### src/prio_pkg.sv
// Constants for the interrupt priority register block
package prio_pkg;

  // ----------------------------------------------------------------
  // Bus and register geometry
  // ----------------------------------------------------------------
  localparam int ADDR_W = 8;                  // APB address width
  localparam int DATA_W = 32;                 // APB data width
  localparam int REG_W = 16;                  // Register width
  localparam int IDX_W = 6;                   // Word index width
  localparam logic [IDX_W-1:0] TIMER_ABC_IDX = 6'h07;  // Timer A/B/C register index
  localparam logic [IDX_W-1:0] SER0_TMRA_IDX = 6'h08;  // Serial 0 / timer A register index
  localparam logic [IDX_W-1:0] PWM_CONV_IDX = 6'h09;   // PWM / converter register index
  localparam logic [REG_W-1:0] REG_RESET = 16'h0000;   // Value after reset
  localparam logic [REG_W-1:0] WMASK_FULL = 16'hFFFF;  // All bits writable
  localparam logic [REG_W-1:0] WMASK_SER0 = 16'hF3FF;  // Bits 11:10 reserved

  // ----------------------------------------------------------------
  // Source numbering and field encodings
  // ----------------------------------------------------------------
  localparam int SRC_COUNT = 23;              // Sources covered here
  localparam int FLD_W = 2;                   // Priority field width
  localparam logic [1:0] FLD_DISABLED = 2'h0; // Source disabled

  // ----------------------------------------------------------------
  // Field positions (low bit) in each register
  // ----------------------------------------------------------------
  localparam int TIMER_A_CH0_LSB = 14;
  localparam int TIMER_B_CH3_LSB = 12;
  localparam int TIMER_B_CH2_LSB = 10;
  localparam int TIMER_B_CH1_LSB = 8;
  localparam int TIMER_B_CH0_LSB = 6;
  localparam int TIMER_C_CH3_LSB = 4;
  localparam int TIMER_C_CH2_LSB = 2;
  localparam int TIMER_C_CH1_LSB = 0;
  localparam int SER0_RX_FULL_LSB = 14;
  localparam int SER0_RX_ERROR_LSB = 12;
  localparam int SER0_TX_IDLE_LSB = 8;
  localparam int SER0_TX_EMPTY_LSB = 6;
  localparam int TIMER_A_CH3_LSB = 4;
  localparam int TIMER_A_CH2_LSB = 2;
  localparam int TIMER_A_CH1_LSB = 0;
  localparam int PWM_A_FAULT_LSB = 14;
  localparam int PWM_B_FAULT_LSB = 12;
  localparam int PWM_A_RELOAD_LSB = 10;
  localparam int PWM_B_RELOAD_LSB = 8;
  localparam int CONV_A_ZERO_LIMIT_LSB = 6;
  localparam int CONV_B_ZERO_LIMIT_LSB = 4;
  localparam int CONV_A_COMPLETE_LSB = 2;
  localparam int CONV_B_COMPLETE_LSB = 0;

endpackage : prio_pkg

### src/prio_regs_top.sv
// Interrupt priority registers for timer, serial, PWM and converter sources
`timescale 1ns/100ps
// Operation
// Field 00 keeps its source disabled, reset value
// Fields 01/10/11 give levels 0/1/2
// All fields clear to zero on reset
// Second register bits 11:10 read zero, unwritable
// First register 15:14 is timer A channel 0
// First register 13:6 are timer B channels 3..0
// First register 5:0 are timer C channels 3..1
// Second register 15:12 serial receive full, error
// Second register 9:6 serial transmit idle, empty
// Second register 5:0 timer A channels 3..1
// Third register 15:12 PWM A, B fault
// Third register 11:8 PWM A, B reload
// Third register 7:6 converter A zero/limit
// Third register 5:4 converter B zero/limit
// Third register 3:2 converter A complete
// Third register 1:0 converter B complete
// Enabled request presented; disabling withdraws next clock
module prio_regs_top
  import prio_pkg::*;
(
  input wire logic core_clk,
  input wire logic reset,
  input wire logic psel,
  input wire logic penable,
  input wire logic pwrite,
  input wire logic [ADDR_W-1:0] paddr,
  input wire logic [DATA_W-1:0] pwdata,
  input wire logic [3:0] pstrb,
  output logic [DATA_W-1:0] prdata,
  output logic pready,
  output logic pslverr,
  input wire logic [SRC_COUNT-1:0] src_req,
  output logic [SRC_COUNT-1:0] arb_req,
  output logic [FLD_W*SRC_COUNT-1:0] arb_level
);

  // ----------------------------------------------------------------
  // Declarations
  // ----------------------------------------------------------------
  logic [REG_W-1:0] timer_abc_reg;            // Timer A/B/C priorities
  logic [REG_W-1:0] timer_abc_next;
  logic [REG_W-1:0] ser0_tmra_reg;            // Serial 0 / timer A priorities
  logic [REG_W-1:0] ser0_tmra_next;
  logic [REG_W-1:0] pwm_conv_reg;             // PWM / converter priorities
  logic [REG_W-1:0] pwm_conv_next;
  logic [DATA_W-1:0] prdata_reg;              // Read data, loaded in setup
  logic [DATA_W-1:0] prdata_next;
  logic pslverr_reg;                          // Error flag, loaded in setup
  logic pslverr_next;
  logic [SRC_COUNT-1:0] arb_req_reg;          // Requests to arbitration
  logic [SRC_COUNT-1:0] arb_req_next;
  logic [FLD_W*SRC_COUNT-1:0] arb_level_reg;  // Levels to arbitration
  logic [FLD_W*SRC_COUNT-1:0] arb_level_next;
  logic [FLD_W-1:0] src_field [SRC_COUNT];    // Field per source
  logic setup_phase;                          // First cycle of a transfer
  logic write_strobe;                         // Write takes effect now
  logic addr_mapped;                          // Address hits a register
  logic [IDX_W-1:0] word_idx;                 // Word index of address
  logic [DATA_W-1:0] read_mux;                // Selected read value

  // ----------------------------------------------------------------
  // Address decode
  // ----------------------------------------------------------------
  // Word index from byte address; only aligned words are mapped
  assign word_idx = paddr[ADDR_W-1:2];
  assign addr_mapped = (paddr[1:0] == 2'h0) &&
                       ((word_idx == TIMER_ABC_IDX) ||
                        (word_idx == SER0_TMRA_IDX) ||
                        (word_idx == PWM_CONV_IDX));
  assign setup_phase = psel && !penable;
  // Access phase always completes in one cycle
  assign write_strobe = psel && penable && pwrite && addr_mapped;

  // ----------------------------------------------------------------
  // Byte-lane merge of write data into a register
  // ----------------------------------------------------------------
  function automatic logic [REG_W-1:0] lane_merge(
    input logic [REG_W-1:0] old_val,
    input logic [DATA_W-1:0] wdata,
    input logic [3:0] strb,
    input logic [REG_W-1:0] wmask
  );
    logic [REG_W-1:0] merged;
    merged = old_val;
    // Low byte lane
    if (strb[0]) begin
      merged[7:0] = wdata[7:0];
    end
    // High byte lane
    if (strb[1]) begin
      merged[15:8] = wdata[15:8];
    end
    // Reserved bits stay at zero
    lane_merge = merged & wmask;
  endfunction : lane_merge

  // ----------------------------------------------------------------
  // Priority registers: next values
  // ----------------------------------------------------------------
  always_comb begin
    timer_abc_next = timer_abc_reg;
    ser0_tmra_next = ser0_tmra_reg;
    pwm_conv_next = pwm_conv_reg;
    // Reset clears every field, disabling all sources
    if (reset) begin
      timer_abc_next = REG_RESET;
      ser0_tmra_next = REG_RESET;
      pwm_conv_next = REG_RESET;
    end else if (write_strobe) begin
      unique case (word_idx)
        // Timer A/B/C word
        TIMER_ABC_IDX: begin
          timer_abc_next = lane_merge(timer_abc_reg, pwdata, pstrb, WMASK_FULL);
        end
        // Serial 0 / timer A word with reserved pair masked
        SER0_TMRA_IDX: begin
          ser0_tmra_next = lane_merge(ser0_tmra_reg, pwdata, pstrb, WMASK_SER0);
        end
        // PWM / converter word
        PWM_CONV_IDX: begin
          pwm_conv_next = lane_merge(pwm_conv_reg, pwdata, pstrb, WMASK_FULL);
        end
        // Unmapped words are never written
        default: begin
          timer_abc_next = timer_abc_reg;
        end
      endcase
    end
  end

  // Priority registers: storage
  always_ff @(posedge core_clk) begin
    timer_abc_reg <= timer_abc_next;
    ser0_tmra_reg <= ser0_tmra_next;
    pwm_conv_reg <= pwm_conv_next;
  end

  // ----------------------------------------------------------------
  // Read path and error flag
  // ----------------------------------------------------------------
  // Read multiplexer; upper bits read as zero
  always_comb begin
    read_mux = '0;
    if (addr_mapped) begin
      if (word_idx == TIMER_ABC_IDX) begin
        read_mux[REG_W-1:0] = timer_abc_reg;
      end else if (word_idx == SER0_TMRA_IDX) begin
        read_mux[REG_W-1:0] = ser0_tmra_reg & WMASK_SER0;
      end else begin
        read_mux[REG_W-1:0] = pwm_conv_reg;
      end
    end
  end

  // Capture read data and error in the setup cycle
  always_comb begin
    prdata_next = prdata_reg;
    pslverr_next = pslverr_reg;
    if (reset) begin
      prdata_next = '0;
      pslverr_next = 1'b0;
    end else if (setup_phase) begin
      // Reads load the word, writes return zero
      prdata_next = pwrite ? '0 : read_mux;
      pslverr_next = !addr_mapped;
    end
  end

  // Read data and error storage
  always_ff @(posedge core_clk) begin
    prdata_reg <= prdata_next;
    pslverr_reg <= pslverr_next;
  end

  assign prdata = prdata_reg;
  assign pslverr = pslverr_reg;
  // No wait states
  assign pready = 1'b1;

  // ----------------------------------------------------------------
  // Field unpacking per source
  // ----------------------------------------------------------------
  always_comb begin
    // timer_a_ch0_priority
    src_field[0] = timer_abc_reg[TIMER_A_CH0_LSB +: FLD_W];
    // timer_b_ch3..ch0_priority
    src_field[1] = timer_abc_reg[TIMER_B_CH3_LSB +: FLD_W];
    src_field[2] = timer_abc_reg[TIMER_B_CH2_LSB +: FLD_W];
    src_field[3] = timer_abc_reg[TIMER_B_CH1_LSB +: FLD_W];
    src_field[4] = timer_abc_reg[TIMER_B_CH0_LSB +: FLD_W];
    // timer_c_ch3..ch1_priority
    src_field[5] = timer_abc_reg[TIMER_C_CH3_LSB +: FLD_W];
    src_field[6] = timer_abc_reg[TIMER_C_CH2_LSB +: FLD_W];
    src_field[7] = timer_abc_reg[TIMER_C_CH1_LSB +: FLD_W];
    // serial0_rx_full / rx_error_priority
    src_field[8] = ser0_tmra_reg[SER0_RX_FULL_LSB +: FLD_W];
    src_field[9] = ser0_tmra_reg[SER0_RX_ERROR_LSB +: FLD_W];
    // serial0_tx_idle / tx_empty_priority
    src_field[10] = ser0_tmra_reg[SER0_TX_IDLE_LSB +: FLD_W];
    src_field[11] = ser0_tmra_reg[SER0_TX_EMPTY_LSB +: FLD_W];
    // timer_a_ch3..ch1_priority
    src_field[12] = ser0_tmra_reg[TIMER_A_CH3_LSB +: FLD_W];
    src_field[13] = ser0_tmra_reg[TIMER_A_CH2_LSB +: FLD_W];
    src_field[14] = ser0_tmra_reg[TIMER_A_CH1_LSB +: FLD_W];
    // pwm_a / pwm_b_fault_priority
    src_field[15] = pwm_conv_reg[PWM_A_FAULT_LSB +: FLD_W];
    src_field[16] = pwm_conv_reg[PWM_B_FAULT_LSB +: FLD_W];
    // pwm_a / pwm_b_reload_priority
    src_field[17] = pwm_conv_reg[PWM_A_RELOAD_LSB +: FLD_W];
    src_field[18] = pwm_conv_reg[PWM_B_RELOAD_LSB +: FLD_W];
    // conv_a_zero_limit_priority
    src_field[19] = pwm_conv_reg[CONV_A_ZERO_LIMIT_LSB +: FLD_W];
    // conv_b_zero_limit_priority
    src_field[20] = pwm_conv_reg[CONV_B_ZERO_LIMIT_LSB +: FLD_W];
    // conv_a_complete_priority
    src_field[21] = pwm_conv_reg[CONV_A_COMPLETE_LSB +: FLD_W];
    // conv_b_complete_priority
    src_field[22] = pwm_conv_reg[CONV_B_COMPLETE_LSB +: FLD_W];
  end

  // ----------------------------------------------------------------
  // Request gating and level encoding per source
  // ----------------------------------------------------------------
  genvar g;
  generate
    for (g = 0; g < SRC_COUNT; g++) begin : gen_src
      // Disabled field blocks the request
      assign arb_req_next[g] = !reset && src_req[g] &&
                               (src_field[g] != FLD_DISABLED);
      // Codes 01/10/11 map to levels 0/1/2; idle level is zero
      assign arb_level_next[g*FLD_W +: FLD_W] =
        arb_req_next[g] ? (src_field[g] - 2'h1) : 2'h0;
    end
  endgenerate

  // Arbitration outputs storage
  always_ff @(posedge core_clk) begin
    arb_req_reg <= arb_req_next;
    arb_level_reg <= arb_level_next;
  end

  assign arb_req = arb_req_reg;
  assign arb_level = arb_level_reg;

  // Per-source relations between request, field and level
  generate
    for (g = 0; g < SRC_COUNT; g++) begin : gen_chk

    end
  endgenerate
endmodule : prio_regs_top

### config.mk
export PLATFORM = sky130hd
export DESIGN_NAME = prio_regs_top
export DESIGN_NICKNAME = d
export VERILOG_FILES = /design/src/prio_pkg.sv /design/src/prio_regs_top.sv
export SDC_FILE = /design/constraint.sdc
export NUM_CORES = 1
export LEC_CHECK = 0
export BUFFER_PORTS_ARGS = -buffer_cell sky130_fd_sc_hd__buf_2
export CELL_PAD_IN_SITES_DETAIL_PLACEMENT = 0
export CELL_PAD_IN_SITES_GLOBAL_PLACEMENT = 1
export CORE_MARGIN = 2
export CORE_UTILIZATION = 37
export CTS_CLUSTER_DIAMETER = 100
export DETAILED_ROUTE_END_ITERATION = 6
export PLACE_DENSITY = 0.83
export REMOVE_ABC_BUFFERS = 1
export SYNTH_ARGS = -nofsm -noshare
export SYNTH_HDL_FRONTEND = slang
export SYNTH_SLANG_ARGS = --single-unit
### constraint.sdc
create_clock -name core_clk -period 2 [get_ports core_clk]
set_input_delay 0.4 -clock core_clk [delete_from_list [all_inputs] [get_ports core_clk]]
set_output_delay 0.4 -clock core_clk [all_outputs]
set_load 0.01 [all_outputs]
==> out/summary.txt, run 1 <==
maximum root-to-sink buffer count: 2
critical path type: input port to flop
Max-slew headroom: 63.2%
multi-input logic area: 2080 um^2
via count: 4099
Die W: 122 um
Hold Buf Count CTS: 0
met1 Track Usage GR: 20.0%
Min-Delay Path Depth: 3
Power Density: 867 nW/um^2
Vias/cell: 4.62
Clk Latency, worst-skew pair: 0.42 ns
total core area: 13700 um^2
Post-CTS Setup Repair Bufs: 0
GR Util met2: 28.8%
GRT Total Usage: 17.2%
Reg clk slew, reported paths: 0.05 ns
FF+latch area: 2640 um^2
DR WL/cell: 13.8 um
Max Clock Freq: 0.634 GHz
R2R Setup Slk: 0.72 ns
min-delay worst type: input port to flop
Inserted Clock Buffers: 17
critical path's largest stage delay: 0.61 ns
Util after Layout: 48.1%
antenna violations before repair: 1
chain of cells forming the critical path: buf_2, or3b_4, or4_1, o21ai_0, a21oi_1
status: completed
Final Cycle Share: 78.8%
Critical-path top delay cell: or4_1
Die ar.: 14900 um^2
area grow syn2layout: 28.3%
post-synthesis sequential area ratio: 51.3%
CTS root buf: clkbuf_16
Place WS: -0.00330 ns
die height: 122 um
Data required, critical path: 2.31 ns
Synth cell types: 34
gr busiest metal: met2
Yosys warning count: 0
num rows: 43
Worst VDD drop: 0.478 mV
Initial DRC Count: 177
WHS Endpoint: arb_req[9]
largest fanout on the critical path: 10
CTS tree: yes
Initial Util: 37.5%
Fin. Hold Viols: 0
drt drc: 0
synthesized cell area: 5150 um^2
Fin Setup TNS: 0 ns
nets@finish: 791
Hold WS: 0.201 ns
vias in the first global route: 4054
RR Endpoint: arb_level[20]
ratio of cells with drive above 1 in the final layout: 27.0%
FF+latch count, synth: 132
largest net degree at the start of global routing: 47
Largest register FFs: 46
RSZ-0062 raised after global routing: no
count of pins over their slew limit: 0
post-cts resize count: 0
dpl hpwl: 8.83 mm
first-pass GRT wire length: 19.3 mm
Syn Inst Count: 547
PortBufs: 139
final wirelength: 12.2 mm
Congestion Overflow GR: 0
Worst R2R Path Depth: 4
hold_sp: src_req[9]
RR Startpoint: ser0_tmra_reg[8]
gp weighted congestion: 0.888
Leak Pwr: 3.23 nW
total power: 5.72 mW
max-cap violation count: 0
router iterations before antenna repair: 4
final setup violation count: 0
fill cell count: 1341
Avg Cell Area, Syn: 9.41 um^2
worst slew pin tran: 0.545 ns
Arrival @ worst endpoint: 1.88 ns
met3 Use GR: 6.13%
skew final: 0.00569 ns
CP Capture Type: flop
startpoint types: input port
H-tree depth: 4
clock sinks: 132
Routed Antenna Nets: 0
top-level I/O count: 175
setup ws final: 0.423 ns
Tmin final: 1.58 ns
worst max-delay path, delay by kind of cell:
kind | cells | cell delay, ns
buf+inv | 1 | 0.11
compound gates | 2 | 0.33
simple gates | 2 | 1.03
metrics by stage:
| step | cells | instance area [um^2] |
|---|---|---|
| after floorplan | 525 | 4980 |
| after global placement | 857 | 6050 |
| after detailed placement | 857 | 6050 |
| after CTS | 887 | 6600 |
| after global routing | 888 | 6600 |
| final | 888 | 6600 |
synthesized netlist by cell type:
cell type | number | area share, %
clkbuf_1 | 16 | 1.2
mux2i_1 | 36 | 7.0
dfxtp_1 | 132 | 51
nand2_2 | 1 | 0.12
nand2b_1 | 39 | 4.7
and4bb_2 | 1 | 0.24
ha_1 | 23 | 5.6
buf_4 | 19 | 2.8
a21boi_0 | 2 | 0.29
o221ai_1 | 14 | 2.4
and2_1 | 3 | 0.36
nor4_4 | 1 | 0.41
a21oi_1 | 9 | 0.88
clkbuf_2 | 1 | 0.097
o21ai_0 | 24 | 2.3
nand3b_1 | 16 | 2.3
nand3_2 | 3 | 0.58
nor2_1 | 67 | 4.9
or3b_4 | 1 | 0.22
nor3_1 | 3 | 0.29
a221oi_1 | 2 | 0.34
nand2_1 | 35 | 2.6
and4b_1 | 1 | 0.19
or4_1 | 2 | 0.29
nor2b_1 | 1 | 0.12
or3b_2 | 7 | 1.2
nor4bb_1 | 1 | 0.19
a211oi_1 | 1 | 0.15
nand4b_1 | 1 | 0.17
conb_1 | 2 | 0.15
buf_6 | 1 | 0.22
nand4_1 | 3 | 0.36
inv_1 | 69 | 5.0
nand3_1 | 10 | 0.97
logic make-up (layout without fill, tap and decap cells):
family,after synthesis,in the layout,share of synthesized area (%)
adders and majority gates,23,23,5.59
DFF,132,132,51.3
buffers and inverters,106,251,9.29
and+or+nand+nor,196,196,20.3
other,2,18,0.146
muxes,36,36,7.00
AOI/OAI and AO/OA,52,52,6.37
routing by layer:
layer / wire [um] / share of wire, %
met1: 5390 / 44
met2: 5790 / 47
met3: 853 / 7.0
met4: 210 / 1.7
met5: 0 / 0
layout make-up:
| type | count | area share (%) |
|---|---|---|
| clock inverter | 4 | 0.720 |
| sequential | 132 | 40.0 |
| multi-input combinational | 324 | 31.5 |
| tap | 180 | 3.41 |
| inverter | 69 | 3.92 |
| timing repair buffer | 152 | 12.8 |
| antenna | 1 | 0.0379 |
| clock buffer | 26 | 7.56 |
placed cells by master, fill, tap and decap left out, types with 2 or more instances in the layout:
master / synthesis / routed
a21boi_0: 2 / 2
a21oi_1: 9 / 9
a221oi_1: 2 / 2
and2_1: 3 / 3
buf_12: 0 / 4
buf_2: 0 / 139
buf_4: 19 / 9
clkbuf_1: 16 / 5
clkbuf_16: 0 / 17
clkbuf_8: 0 / 4
clkinv_2: 0 / 2
conb_1: 2 / 17
dfxtp_1: 132 / 132
ha_1: 23 / 23
inv_1: 69 / 69
mux2i_1: 36 / 36
nand2_1: 35 / 35
nand2b_1: 39 / 39
nand3_1: 10 / 10
nand3_2: 3 / 3
nand3b_1: 16 / 16
nand4_1: 3 / 3
nor2_1: 67 / 67
nor3_1: 3 / 3
o21ai_0: 24 / 24
o221ai_1: 14 / 14
or3b_2: 7 / 7
or4_1: 2 / 2
worst max-delay path by stage:
stage | end | slack, ns | start
6_report | ser0_tmra_reg[1] | 0.42 | paddr[3]
5_1_grt | ser0_tmra_reg[1] | 0.31 | paddr[3]
3_3_place_gp | ser0_tmra_reg[7] | 0.02 | paddr[3]
3_5_place_dp | ser0_tmra_reg[1] | -0.003 | paddr[3]
4_1_cts | ser0_tmra_reg[1] | 0.44 | paddr[3]
2_1_floorplan | ser0_tmra_reg[12] | -0.31 | paddr[3]
where the power goes:
part,switching [mW],internal [mW],total (mW)
logic,0.104,0.0797,0.183
clock network,1.08,1.82,2.90
registers,0.00114,2.63,2.63
Power figures use the tool's default switching activity.
==> run 2, diff against run 1 <==
Clock period 2 ns to 1.5 ns, I/O delays scaled along.
==> out/summary.txt, run 2 (synthesis results as in run 1) <==
Routed Antenna Nets: 0 (unchanged)
Inserted Clock Buffers: 17 (unchanged)
final setup violation count: 0 (unchanged)
status: completed
gp weighted congestion: 0.878 (-1.1%)
via count: 4162 (+1.5%)
startpoint types: input port
PortBufs: 139 (unchanged)
Reg clk slew, reported paths: 0.06 ns (about the same)
Fin. Hold Viols: 0 (unchanged)
Post-CTS Setup Repair Bufs: 0 (unchanged)
router iterations before antenna repair: 4 (unchanged)
total core area: 13700 um^2 (unchanged)
Arrival @ worst endpoint: 1.66 ns (-0.22 ns)
Die W: 122 um (unchanged)
fill cell count: 1313 (-2.1%)
Initial Util: 37.5% (unchanged)
Clk Latency, worst-skew pair: 0.42 ns (about the same)
area grow syn2layout: 32.9%
CTS root buf: clkbuf_16
most common cell after layout, fill and taps aside: buf_2
commonest cells after routing, fill and taps aside: buf_2, dfxtp_1, inv_1
antenna violations before repair: 0 (-1)
final wirelength: 12.5 mm (+1.9%)
DR WL/cell: 13.6 um (-1.2%)
total power: 7.91 mW (+38%)
dpl hpwl: 9.40 mm (+6.4%)
Die ar.: 14900 um^2 (unchanged)
Data required, critical path: 1.79 ns (-0.52 ns)
Util after Layout: 49.8% (+1.7 points)
count of pins over their slew limit: 0 (unchanged)
clock sinks: 132 (unchanged)
nets@finish: 817 (+3.3%)
first-pass GRT wire length: 19.9 mm (+2.8%)
Final Cycle Share: 91.8%
H-tree depth: 4 (unchanged)
maximum root-to-sink buffer count: 2 (unchanged)
Congestion Overflow GR: 0 (unchanged)
RSZ-0062 raised after global routing: no
critical path type: input port to flop
Largest register FFs: 46 (unchanged)
Tmin final: 1.38 ns
Worst VDD drop: 0.641 mV (+34%)
CTS tree: yes
drt drc: 0 (unchanged)
Power Density: 1160 nW/um^2 (+34%)
Hold WS: 0.107 ns (-0.0942 ns)
ratio of cells with drive above 1 in the final layout: 30.4% (+3.4 points)
Initial DRC Count: 176 (-0.56%)
num rows: 43 (unchanged)
vias in the first global route: 4180 (+3.1%)
largest net degree at the start of global routing: 19 (-60%)
max-cap violation count: 0 (unchanged)
top-level I/O count: 175 (unchanged)
skew final: 0.00832 ns (+0.00263 ns)
largest fanout on the critical path: 13 (+3)
Leak Pwr: 3.38 nW (+4.7%)
CP Capture Type: flop
min-delay worst type: input port to flop
Max Clock Freq: 0.726 GHz
Vias/cell: 4.55 (-1.5%)
die height: 122 um (unchanged)
GRT Total Usage: 17.5% (+0.31 points)
## run 2: stage by stage
stage | TNS (ns) | setup WS [ns] | cell area, um^2 | instances
floorplan | -17.31 | -0.706 | 4980 | 525
global placement | -11.85 | -0.347 | 6230 | 883
detailed placement | -13.06 | -0.359 | 6230 | 883
CTS | 0 | 0.0941 | 6830 | 914
global route | 0 | 0.0552 | 6840 | 914
finish | 0 | 0.123 | 6840 | 915
## run 2: critical path: stages
cell      delay [ns]
buf_2           0.11
or3b_4          0.42
nor4_4          0.18
buf_4           0.30
mux2i_1         0.24
o221ai_1        0.12
## run 2: layout make-up
cell class              instances  area, um^2  area share, %
inverters                      69         259           3.79
clock buffers                  23         498           7.28
well taps                     180         225           3.29
multi-input cells             324        2090           30.5
repair buffers                178        1030           15.0
diodes                          1        2.50         0.0366
clock inverters                 8        98.8           1.45
flip-flops and latches        132        2640           38.6
## run 2: where the power goes
part           internal [mW]  switching (mW)
clock                   2.65            1.47
combinational          0.135           0.147
sequential              3.51         0.00119
## run 2: routing by layer
layer	global-route usage (%)	routed length, um	vias to the layer above
met5	0	0	-
met4	6.54	134	0
met3	5.52	786	13
met2	30.2	6210	123
met1	20.2	5340	1920
li1	-	-	2106
## run 2: repair_timing
item	CTS	global route
endpoints found under the setup margin	0	3
hold buffers	0	0
resized for setup	0	1
## run 2: path summary, 6_finish.rpt
check | startpoint | endpoint | slack [ns] | cells past startpoint
min | src_req[21] | arb_req[21] | 0.11 | 3
max reg2reg | ser0_tmra_reg[8] | arb_level[20] | 0.22 | 4
max | paddr[3] | prdata[1] | 0.12 | 6
min reg2reg | timer_abc_reg[0] | arb_level[14] | 0.45 | 1
